[config.mk]
export PLATFORM = sky130hd
export DESIGN_NAME = sfs_spi
export DESIGN_NICKNAME = d
export VERILOG_FILES = /design/src/common/sfs_pkg.sv /design/src/core/sfs_spi.sv
export SDC_FILE = /design/constraint.sdc
export NUM_CORES = 1
export LEC_CHECK = 0
export ABC_AREA = 0
export ABC_CLOCK_PERIOD_IN_PS = 6700
export BUFFER_PORTS_ARGS = -buffer_cell sky130_fd_sc_hd__buf_4
export CAP_MARGIN = 0
export CORE_MARGIN = 5
export CORE_UTILIZATION = 59
export DETAILED_ROUTE_END_ITERATION = 16
export PLACE_DENSITY = 0.84
export SYNTH_ARGS = -nofsm -noshare
export SYNTH_HDL_FRONTEND = slang
export SYNTH_SLANG_ARGS = --single-unit
[constraint.sdc]
create_clock -name CLK -period 6.7 [get_ports CLK]
set_input_delay 1.005 -clock CLK [delete_from_list [all_inputs] [get_ports CLK]]
set_output_delay 1.005 -clock CLK [all_outputs]
set_load 0.1 [all_outputs]
[src/common/sfs_pkg.sv]
package sfs_pkg;

  // ----------------------------------------------------------------
  // register byte addresses
  // ----------------------------------------------------------------
  localparam logic [7:0] SFS_ADR_STAT = 8'h00;
  localparam logic [7:0] SFS_ADR_CON1 = 8'h04;
  localparam logic [7:0] SFS_ADR_CON2 = 8'h08;
  localparam logic [7:0] SFS_ADR_BUF = 8'h0c;

  // ----------------------------------------------------------------
  // field positions
  // ----------------------------------------------------------------
  localparam int SFS_ST_MODULE_ENABLE = 15;
  localparam int SFS_ST_IDLE_STOP = 13;
  localparam int SFS_ST_RX_OVERFLOW = 6;
  localparam int SFS_ST_TX_FULL = 1;
  localparam int SFS_ST_RX_FULL = 0;
  localparam int SFS_C1_CLOCK_PIN_DISABLE = 12;
  localparam int SFS_C1_DATA_OUT_DISABLE = 11;
  localparam int SFS_C1_WORD_WIDTH_SELECT = 10;
  localparam int SFS_C1_INPUT_SAMPLE_PHASE = 9;
  localparam int SFS_C1_CLOCK_EDGE_SELECT = 8;
  localparam int SFS_C1_SELECT_PIN_ENABLE = 7;
  localparam int SFS_C1_CLOCK_IDLE_POLARITY = 6;
  localparam int SFS_C1_MASTER_SELECT = 5;
  localparam int SFS_C1_SEC_LSB = 2;
  localparam int SFS_C1_PRI_LSB = 0;
  localparam int SFS_C2_FRAMED_MODE_ENABLE = 15;
  localparam int SFS_C2_SYNC_DIRECTION = 14;
  localparam int SFS_C2_SYNC_POLARITY = 13;
  localparam int SFS_C2_SYNC_TIMING = 1;
  localparam int SFS_PIN_SCK = 0;
  localparam int SFS_PIN_SDI = 1;
  localparam int SFS_PIN_SS = 2;

  // ----------------------------------------------------------------
  // reset values and writable masks
  // ----------------------------------------------------------------
  localparam logic [15:0] SFS_STAT_RST = 16'h0000;
  localparam logic [15:0] SFS_CON1_RST = 16'h0000;
  localparam logic [15:0] SFS_CON2_RST = 16'h0000;
  localparam logic [15:0] SFS_STAT_WMASK = 16'ha000;
  localparam logic [15:0] SFS_CON1_WMASK = 16'h1fff;
  localparam logic [15:0] SFS_CON2_WMASK = 16'he002;

  // ----------------------------------------------------------------
  // timing: half-period steps per word and prescaler ratios
  // ----------------------------------------------------------------
  localparam logic [5:0] SFS_TWO_N_8 = 6'h10;
  localparam logic [5:0] SFS_TWO_N_16 = 6'h20;
  localparam logic [3:0] SFS_MSB_8 = 4'h7;
  localparam logic [3:0] SFS_MSB_16 = 4'hf;
  localparam logic [9:0] SFS_PRI_64 = 10'h040;
  localparam logic [9:0] SFS_PRI_16 = 10'h010;
  localparam logic [9:0] SFS_PRI_4 = 10'h004;
  localparam logic [9:0] SFS_PRI_1 = 10'h001;
  localparam logic [9:0] SFS_SEC_BASE = 10'h008;

  typedef enum logic [1:0] {
    ENG_IDLE = 2'b00,
    ENG_WAIT = 2'b01,
    ENG_PRE = 2'b10,
    ENG_SHIFT = 2'b11
  } sfs_eng_t;

endpackage : sfs_pkg

[src/core/sfs_spi.sv]
// Decided for this implementation: the address map and the Wishbone slave port.
`timescale 1ns/10ps
`default_nettype none

// Function
// - one 16-bit shift register feeds separate transmit and receive buffers
// - master drives the serial clock pin, slave takes it as input
// - module enable hands the four pins to the port; clear switches it off
// - idle-stop bit halts the port while the device is in idle mode
// - word arriving while receive buffer full is discarded and overflow set
// - transmit full sets on buffer write, clears when word enters shifter
// - receive full sets when word reaches buffer, clears on buffer read
// - clock pin disable stops master clock and releases the clock pin
// - data-out disable releases the data-out pin
// - word width select picks 16-bit or 8-bit words
// - master samples input at end or middle of bit; slave keeps it clear
// - clock-edge bit picks which clock transition changes output data; framed mode keeps it clear
// - slave uses active-low select pin only when select enable is set
// - clock polarity bit sets idle level high or low
// - master select bit picks master or slave mode
// - framed mode uses the select pin as frame sync pulse
// - sync direction makes frame sync an input or an output
// - sync polarity makes frame sync active high or active low
// - sync timing puts pulse on first bit or one bit clock before
module sfs_spi
  import sfs_pkg::*;
(
  input wire logic CLK,
  input wire logic RSTN,
  input wire logic WB_CYC_I,
  input wire logic WB_STB_I,
  input wire logic WB_WE_I,
  input wire logic [7:0] WB_ADR_I,
  input wire logic [3:0] WB_SEL_I,
  input wire logic [31:0] WB_DAT_I,
  output var logic [31:0] WB_DAT_O,
  output var logic WB_ACK_O,
  input wire logic IDLE_MODE,
  input wire logic SCK_I,
  output var logic SCK_O,
  output var logic SCK_OE_N,
  input wire logic SDI_I,
  output var logic SDO_O,
  output var logic SDO_OE_N,
  input wire logic SS_I,
  output var logic SS_O,
  output var logic SS_OE_N
);

  typedef struct packed {
    logic [15:0] stat;
    logic rov;
    logic tbf;
    logic rbf;
    logic [15:0] c1;
    logic [15:0] c2;
    logic [15:0] txb;
    logic [15:0] rxb;
    logic [15:0] sr;
    sfs_eng_t eng;
    logic pre;
    logic [5:0] step;
    logic [9:0] cnt;
    logic sck_lvl;
    logic sck_prev;
    logic [2:0] s1;
    logic [2:0] s2;
    logic [31:0] dat_o;
    logic ack;
    logic sck_o;
    logic sck_oe_n;
    logic sdo_o;
    logic sdo_oe_n;
    logic ss_o;
    logic ss_oe_n;
  } sfs_state_t;

  localparam sfs_state_t SFS_RST = '{
    stat: SFS_STAT_RST,
    c1: SFS_CON1_RST,
    c2: SFS_CON2_RST,
    eng: ENG_IDLE,
    sck_oe_n: 1'b1,
    sdo_oe_n: 1'b1,
    ss_oe_n: 1'b1,
    default: '0
  };

  sfs_state_t q;
  sfs_state_t d;

  // ----------------------------------------------------------------
  // configuration decode
  // ----------------------------------------------------------------
  logic en, idle_stop, master, w16, smp_eff, cke_eff, select_pin_enable, clock_idle_polarity, clock_pin_disable, data_out_disable;
  logic framed_mode_enable, sfsd, sync_polarity, sync_timing;

  assign en = q.stat[SFS_ST_MODULE_ENABLE];
  assign idle_stop = q.stat[SFS_ST_IDLE_STOP];
  assign master = q.c1[SFS_C1_MASTER_SELECT];
  assign w16 = q.c1[SFS_C1_WORD_WIDTH_SELECT];
  assign smp_eff = q.c1[SFS_C1_INPUT_SAMPLE_PHASE] & master;
  assign framed_mode_enable = q.c2[SFS_C2_FRAMED_MODE_ENABLE];
  assign cke_eff = q.c1[SFS_C1_CLOCK_EDGE_SELECT] & ~framed_mode_enable;
  assign select_pin_enable = q.c1[SFS_C1_SELECT_PIN_ENABLE] & ~framed_mode_enable;
  assign clock_idle_polarity = q.c1[SFS_C1_CLOCK_IDLE_POLARITY];
  assign clock_pin_disable = q.c1[SFS_C1_CLOCK_PIN_DISABLE];
  assign data_out_disable = q.c1[SFS_C1_DATA_OUT_DISABLE];
  assign sfsd = q.c2[SFS_C2_SYNC_DIRECTION];
  assign sync_polarity = q.c2[SFS_C2_SYNC_POLARITY];
  assign sync_timing = q.c2[SFS_C2_SYNC_TIMING];

  // half-period length of the master clock in peripheral clocks
  function automatic logic [9:0] sfs_half_div(input logic [1:0] pri, input logic [2:0] sec);
    logic [9:0] p;
    logic [9:0] s;
    logic [19:0] prod;
    case (pri)
      2'b00: p = SFS_PRI_64;
      2'b01: p = SFS_PRI_16;
      2'b10: p = SFS_PRI_4;
      default: p = SFS_PRI_1;
    endcase
    s = SFS_SEC_BASE - {7'h00, sec};
    prod = p * s;
    return prod[9:0];
  endfunction : sfs_half_div

  logic bus_req, wr, rd, halt, sck_s, edge_lead, edge_trail, tick, step;
  logic sync_act, selected, run, sample, ochg, done, sync_out;
  logic [15:0] wm;
  logic [15:0] rdat;
  logic [9:0] div;
  logic [5:0] two_n, soff, rel;
  logic [3:0] msb;

  // ----------------------------------------------------------------
  // next state
  // ----------------------------------------------------------------
  always_comb
  begin
    d = q;
    bus_req = WB_CYC_I & WB_STB_I & ~q.ack;
    wr = bus_req & WB_WE_I;
    rd = bus_req & ~WB_WE_I;
    wm = {{8{WB_SEL_I[1]}}, {8{WB_SEL_I[0]}}};
    halt = idle_stop & IDLE_MODE;
    two_n = w16 ? SFS_TWO_N_16 : SFS_TWO_N_8;
    msb = w16 ? SFS_MSB_16 : SFS_MSB_8;
    div = sfs_half_div(q.c1[SFS_C1_PRI_LSB +: 2], q.c1[SFS_C1_SEC_LSB +: 3]);
    tick = 1'b0;
    run = 1'b0;
    done = 1'b0;
    sample = 1'b0;
    ochg = 1'b0;
    rdat = 16'h0000;

    // pin synchronisers, edges seen on the second stage only
    d.s1 = {SS_I, SDI_I, SCK_I};
    d.s2 = q.s1;
    sck_s = q.s2[SFS_PIN_SCK];
    d.sck_prev = sck_s;
    edge_lead = (sck_s != q.sck_prev) & (sck_s == ~clock_idle_polarity);
    edge_trail = (sck_s != q.sck_prev) & (sck_s == clock_idle_polarity);
    sync_act = q.s2[SFS_PIN_SS] == sync_polarity;
    selected = ~select_pin_enable | ~q.s2[SFS_PIN_SS];

    // ----------------------------------------------------------------
    // register bus
    // ----------------------------------------------------------------
    d.ack = bus_req;
    case (WB_ADR_I)
      SFS_ADR_STAT:
      begin
        rdat = q.stat;
        rdat[SFS_ST_RX_OVERFLOW] = q.rov;
        rdat[SFS_ST_TX_FULL] = q.tbf;
        rdat[SFS_ST_RX_FULL] = q.rbf;
        if (wr)
        begin
          d.stat = (q.stat & ~(wm & SFS_STAT_WMASK)) | (WB_DAT_I[15:0] & wm & SFS_STAT_WMASK);
          if (WB_SEL_I[0] && !WB_DAT_I[SFS_ST_RX_OVERFLOW])
          begin
            d.rov = 1'b0;
          end
        end
      end
      SFS_ADR_CON1:
      begin
        rdat = q.c1;
        if (wr)
        begin
          d.c1 = (q.c1 & ~(wm & SFS_CON1_WMASK)) | (WB_DAT_I[15:0] & wm & SFS_CON1_WMASK);
        end
      end
      SFS_ADR_CON2:
      begin
        rdat = q.c2;
        if (wr)
        begin
          d.c2 = (q.c2 & ~(wm & SFS_CON2_WMASK)) | (WB_DAT_I[15:0] & wm & SFS_CON2_WMASK);
        end
      end
      SFS_ADR_BUF:
      begin
        rdat = q.rxb;
        if (rd)
        begin
          d.rbf = 1'b0;
        end
      end
      default:
      begin
        rdat = 16'h0000;
      end
    endcase
    if (rd)
    begin
      d.dat_o = {16'h0000, rdat};
    end

    // ----------------------------------------------------------------
    // clock generation and step events
    // ----------------------------------------------------------------
    if (master && !clock_pin_disable && !halt && (q.eng == ENG_PRE || q.eng == ENG_SHIFT))
    begin
      if (q.cnt == div - 10'h001)
      begin
        d.cnt = 10'h000;
        tick = 1'b1;
      end
      else
      begin
        d.cnt = q.cnt + 10'h001;
      end
    end
    else
    begin
      d.cnt = 10'h000;
    end
    step = master ? tick : ((edge_lead | edge_trail) & ~halt);

    // sample and output-change positions within the word
    soff = {5'h00, ~cke_eff} + {5'h00, smp_eff};
    rel = q.step - soff;
    sample = (q.step >= soff) && !rel[0] && (rel < two_n);
    if (cke_eff)
    begin
      ochg = q.step[0] && (q.step < two_n - 6'h01);
    end
    else
    begin
      ochg = !q.step[0] && (q.step != 6'h00) && (q.step < two_n - 6'h01);
    end

    // ----------------------------------------------------------------
    // transfer engine
    // ----------------------------------------------------------------
    case (q.eng)
      ENG_IDLE:
      begin
        d.step = 6'h00;
        d.pre = 1'b0;
        d.sck_lvl = clock_idle_polarity;
        if (!halt && ((master && q.tbf) || (!master && (framed_mode_enable || selected))))
        begin
          if (q.tbf)
          begin
            d.sr = q.txb;
            d.tbf = 1'b0;
            d.sdo_o = q.txb[msb];
          end
          else
          begin
            d.sdo_o = q.sr[msb];
          end
          if (framed_mode_enable && (sfsd || !master))
          begin
            d.eng = ENG_WAIT;
          end
          else if (framed_mode_enable && !sync_timing)
          begin
            d.eng = ENG_PRE;
          end
          else
          begin
            d.eng = ENG_SHIFT;
          end
        end
      end
      ENG_WAIT:
      begin
        if (master && sync_act)
        begin
          d.eng = sync_timing ? ENG_SHIFT : ENG_PRE;
        end
        else if (!master && edge_lead && sync_act && !halt)
        begin
          // slave clock: with late sync this edge is already bit zero
          d.eng = sync_timing ? ENG_SHIFT : ENG_PRE;
          d.pre = 1'b1;
          run = sync_timing;
        end
      end
      ENG_PRE:
      begin
        if (step)
        begin
          d.pre = ~q.pre;
          if (master)
          begin
            d.sck_lvl = ~q.sck_lvl;
          end
          if (q.pre)
          begin
            d.eng = ENG_SHIFT;
          end
        end
      end
      ENG_SHIFT:
      begin
        run = step;
        if (!master && !selected)
        begin
          d.eng = ENG_IDLE;
          run = 1'b0;
        end
      end
      default:
      begin
        d.eng = ENG_IDLE;
      end
    endcase

    if (run)
    begin
      if (sample)
      begin
        d.sr = {q.sr[14:0], q.s2[SFS_PIN_SDI]};
      end
      if (ochg)
      begin
        d.sdo_o = sample ? q.sr[msb - 4'h1] : q.sr[msb];
      end
      if (master && q.step < two_n)
      begin
        d.sck_lvl = ~q.sck_lvl;
      end
      d.step = q.step + 6'h01;
      done = master ? (q.step == two_n) : (q.step == two_n - 6'h01);
    end

    if (done)
    begin
      d.eng = ENG_IDLE;
      if (d.rbf)
      begin
        d.rov = 1'b1;
      end
      else
      begin
        d.rxb = w16 ? d.sr : {8'h00, d.sr[7:0]};
        d.rbf = 1'b1;
      end
    end

    // buffer write after the engine so a write beside a load keeps the flag
    if (wr && WB_ADR_I == SFS_ADR_BUF)
    begin
      d.txb = (q.txb & ~wm) | (WB_DAT_I[15:0] & wm);
      d.tbf = 1'b1;
    end

    if (!en)
    begin
      d.eng = ENG_IDLE;
      d.step = 6'h00;
      d.pre = 1'b0;
      d.sck_lvl = clock_idle_polarity;
    end

    // ----------------------------------------------------------------
    // pin drivers
    // ----------------------------------------------------------------
    sync_out = (d.eng == ENG_PRE) || (d.eng == ENG_SHIFT && sync_timing && d.step < 6'h02);
    d.ss_o = sync_out ? sync_polarity : ~sync_polarity;
    d.ss_oe_n = ~(en & framed_mode_enable & ~sfsd);
    d.sck_o = d.sck_lvl;
    d.sck_oe_n = ~(en & master & ~clock_pin_disable);
    d.sdo_oe_n = ~(en & ~data_out_disable);
  end

  always_ff @(posedge CLK or negedge RSTN)
  begin
    if (!RSTN)
    begin
      q <= SFS_RST;
    end
    else
    begin
      q <= d;
    end
  end

  assign WB_DAT_O = q.dat_o;
  assign WB_ACK_O = q.ack;
  assign SCK_O = q.sck_o;
  assign SCK_OE_N = q.sck_oe_n;
  assign SDO_O = q.sdo_o;
  assign SDO_OE_N = q.sdo_oe_n;
  assign SS_O = q.ss_o;
  assign SS_OE_N = q.ss_oe_n;

endmodule : sfs_spi

`default_nettype wire

==> impl_metrics.py <==
metrics = {
    "logic_synthesis": {
        "synth-simple-area-share_pct": 15.8,
        "synth_top_family_by_area": "simple AND/OR/NAND/NOR gates",
        "synthAdderAreaFrac_pct": 7.60,
        "synth-compound-area-share_pct": 13.0,
        "ys_seq_area_share_pct": 42.7,
        "synth_cell_types": 79,
        "syn_area_um2": 6980,
        "syn_area_per_cell_um2": 10.3,
        "synth_edf_count": 0,
        "synthMuxAreaShare_pct": 10.9,
        "yosys_warnings": 0,
        "synth_ff_type": "dfrtp_1",
        "async_flop_share_pct": 100,
        "synthXorXnorAreaFrac_pct": 3.42,
        "syn_inst": 679,
        "ys_seq_elements": 119,
    },
    "cells_and_area": {
        "antenna_cells": 0,
        "final_core_util_pct": 69.0,
        "drive_gt1_share_pct": 21.0,
        "final_nets": 814,
        "syn_to_final_growth_pct": 13.7,
        "fill_cells": 839,
        "final_common_cell": "dfrtp_1",
        "layout_common_cells": "dfrtp_1 (116), nor2_1 (77), buf_4 (60)",
    },
    "place": {
        "hpwl_um": 11500,
        "port_buffers": 57,
        "place.gp.congestion": 0.888,
    },
    "floorplanning": {
        "die_y_um": 119,
        "dieArea_um2": 14100,
        "start_util_pct": 60.6,
        "die_w_um": 119,
        "io_pins": 92,
        "fp.coreArea_um2": 11500,
        "rows": 39,
    },
    "setup_path": {
        "path_class": "reg2reg",
        "end_kind": "flop",
        "worstPathArrival_ns": 6.18,
        "crit_chain": "inv_1 -> ha_1 -> xor2_1 -> nor2_1 -> ha_1 -> inv_1 -> fa_1 -> inv_1 -> fa_1 -> xor3_1 -> nor4_1 -> and4b_1 -> nand4b_1 -> o31a_1 -> o21ai_2 -> nand2_2 -> nor2_1 -> a211oi_1 -> a21o_1",
        "worst_ep_required_time_ns": 7.00,
        "worstPathMaxFanout": 40,
        "critPathBufInv": 3,
        "max_stage_delay_ns": 0.54,
        "critPathTopFamily": "simple AND/OR/NAND/NOR gates",
        "cp_common_cell": "inv_1",
        "start_kind": "flop",
        "slowest_stage": "fa_1",
    },
    "timing": {
        "hold_violations": 0,
        "finalCritPeriodShare_pct": 87.8,
        "min_period_ns": 5.88,
        "slew_headroom_pct": 22.3,
        "setup_viol": 0,
        "slew_viol_final": 0,
        "finClkSkew_ns": 0.0105,
        "worstMarginPinSlew_ns": 1.16,
        "max_freq_mhz": 170,
        "setup-tns-final_ns": 0,
        "rsz0062_at_grt": "false",
    },
    "routing": {
        "dr_total_vias": 5385,
        "ant_nets": 0,
        "vias_per_cell": 6.14,
        "wire_per_inst_um": 18.7,
        "drt_wl_total_um": 16400,
        "drtIter0Drc": 527,
        "firstDrtPassIters": 6,
        "drc": 0,
    },
    "global_route": {
        "gr-total-overflow": 0,
        "grt_pass1_wl_um": 27100,
        "grt_antenna_before_repair": 0,
        "grt_start_max_net_pins": 81,
        "track_usage_pct": 23.8,
        "grt_pass1_vias": 5451,
    },
    "cts": {
        "htreeDepth": 4,
        "clk_latency_ns": 0.41,
        "numCtsBuffers": 17,
        "cts_buffer_depth": 2,
        "cts_tree": "built",
        "post_cts_buffers": 0,
        "clk_pin_slew_ns": 0.05,
        "postCtsHoldBufs": 0,
        "clkSinkCount": 119,
        "ctsResizeCount": 0,
        "clock-root-buffer": "clkbuf_16",
    },
    "outcome": {
        "outcome": "completed",
    },
    "power_and_ir_drop": {
        "power.leakage_nw": 4.00,
        "peakVddDrop_uv": 201,
        "finalPower_w": 0.00191,
        "p_per_area_nw_per_um2": 240,
    },
    "hold_path": {
        "hold_path.class": "reg2reg",
    },
    "run": {
        "drv_cap": 0,
    },
}
stage by stage:
step / hold WS [ns] / instance area, um2 / worst slack, ns / std cells
floorplan: 0.331 / 7040 / 1.73 / 694
global placement: 0.335 / 7340 / 1.11 / 845
detailed placement: 0.340 / 7340 / 0.914 / 845
CTS: 0.351 / 7940 / 0.840 / 877
global route: 0.356 / 7940 / 0.466 / 877
finish: 0.347 / 7940 / 0.820 / 877
power breakdown:
part,switching [W],internal (W)
logic,0.000182,0.0000490
clock network,0.000314,0.000618
registers,0.0000101,0.000735
total,0.000507,0.00140
synthesized netlist by cell type (all sizes together) (5+ instances only):
master | number | area, um2
a21oi | 24 | 120
nand4 | 5 | 37.5
mux2i | 23 | 230
o22ai | 5 | 45.0
o21ai | 31 | 159
nor2 | 78 | 295
xor2 | 17 | 149
a221oi | 11 | 96.3
nor3 | 12 | 76.3
a211oi | 13 | 108
dfrtp | 116 | 2900
inv | 35 | 131
xnor2 | 5 | 43.8
nand3 | 19 | 113
ha | 36 | 450
nand3b | 5 | 37.5
nor2b | 10 | 62.6
and2 | 12 | 75.1
mux2 | 41 | 465
a21o | 9 | 67.6
nand2 | 40 | 153
nor3b | 6 | 45.0
clkbuf | 13 | 48.8
and3 | 8 | 50.1
buf | 39 | 278
per-layer routing:
metal  wire length (um)  share of wire (%)  global-route usage [%]
met3               1240                7.5                    5.11
met1               6370                 39                    29.3
met5                  0                  0                       0
met2               8330                 51                    41.5
met4                465                2.8                    8.18
worst paths after layout:
check / startpoint / slack, ns / endpoint / cells after the start
max reg2reg: flop / 0.82 / q[90] / 19
max in group asynchronous: RSTN / 4.77 / d[41] / 2
min in group asynchronous: RSTN / 0.57 / WB_DAT_O[12] / 1
min reg2reg: d[39] / 0.35 / d[45] / 0
max: flop / 0.82 / q[90] / 19
min: d[39] / 0.35 / d[45] / 0
cell families after synthesis:
family,after synthesis
compound gates,127
xor+xnor,24
fa+ha+maj,40
buf+inv,87
flops,119
mux,67
other cells,1
simple gates,214
layout make-up:
cell class	instances	area (um2)	area share, %
inverters	35	131	1.65
clock inverters	11	159	2.00
well taps	143	179	2.25
multi-input cells	488	3600	45.3
clock buffers	21	440	5.55
flip-flops and latches	119	2980	37.5
repair buffers	60	450	5.67
No activity file was read; power rests on OpenSTA's default activity.
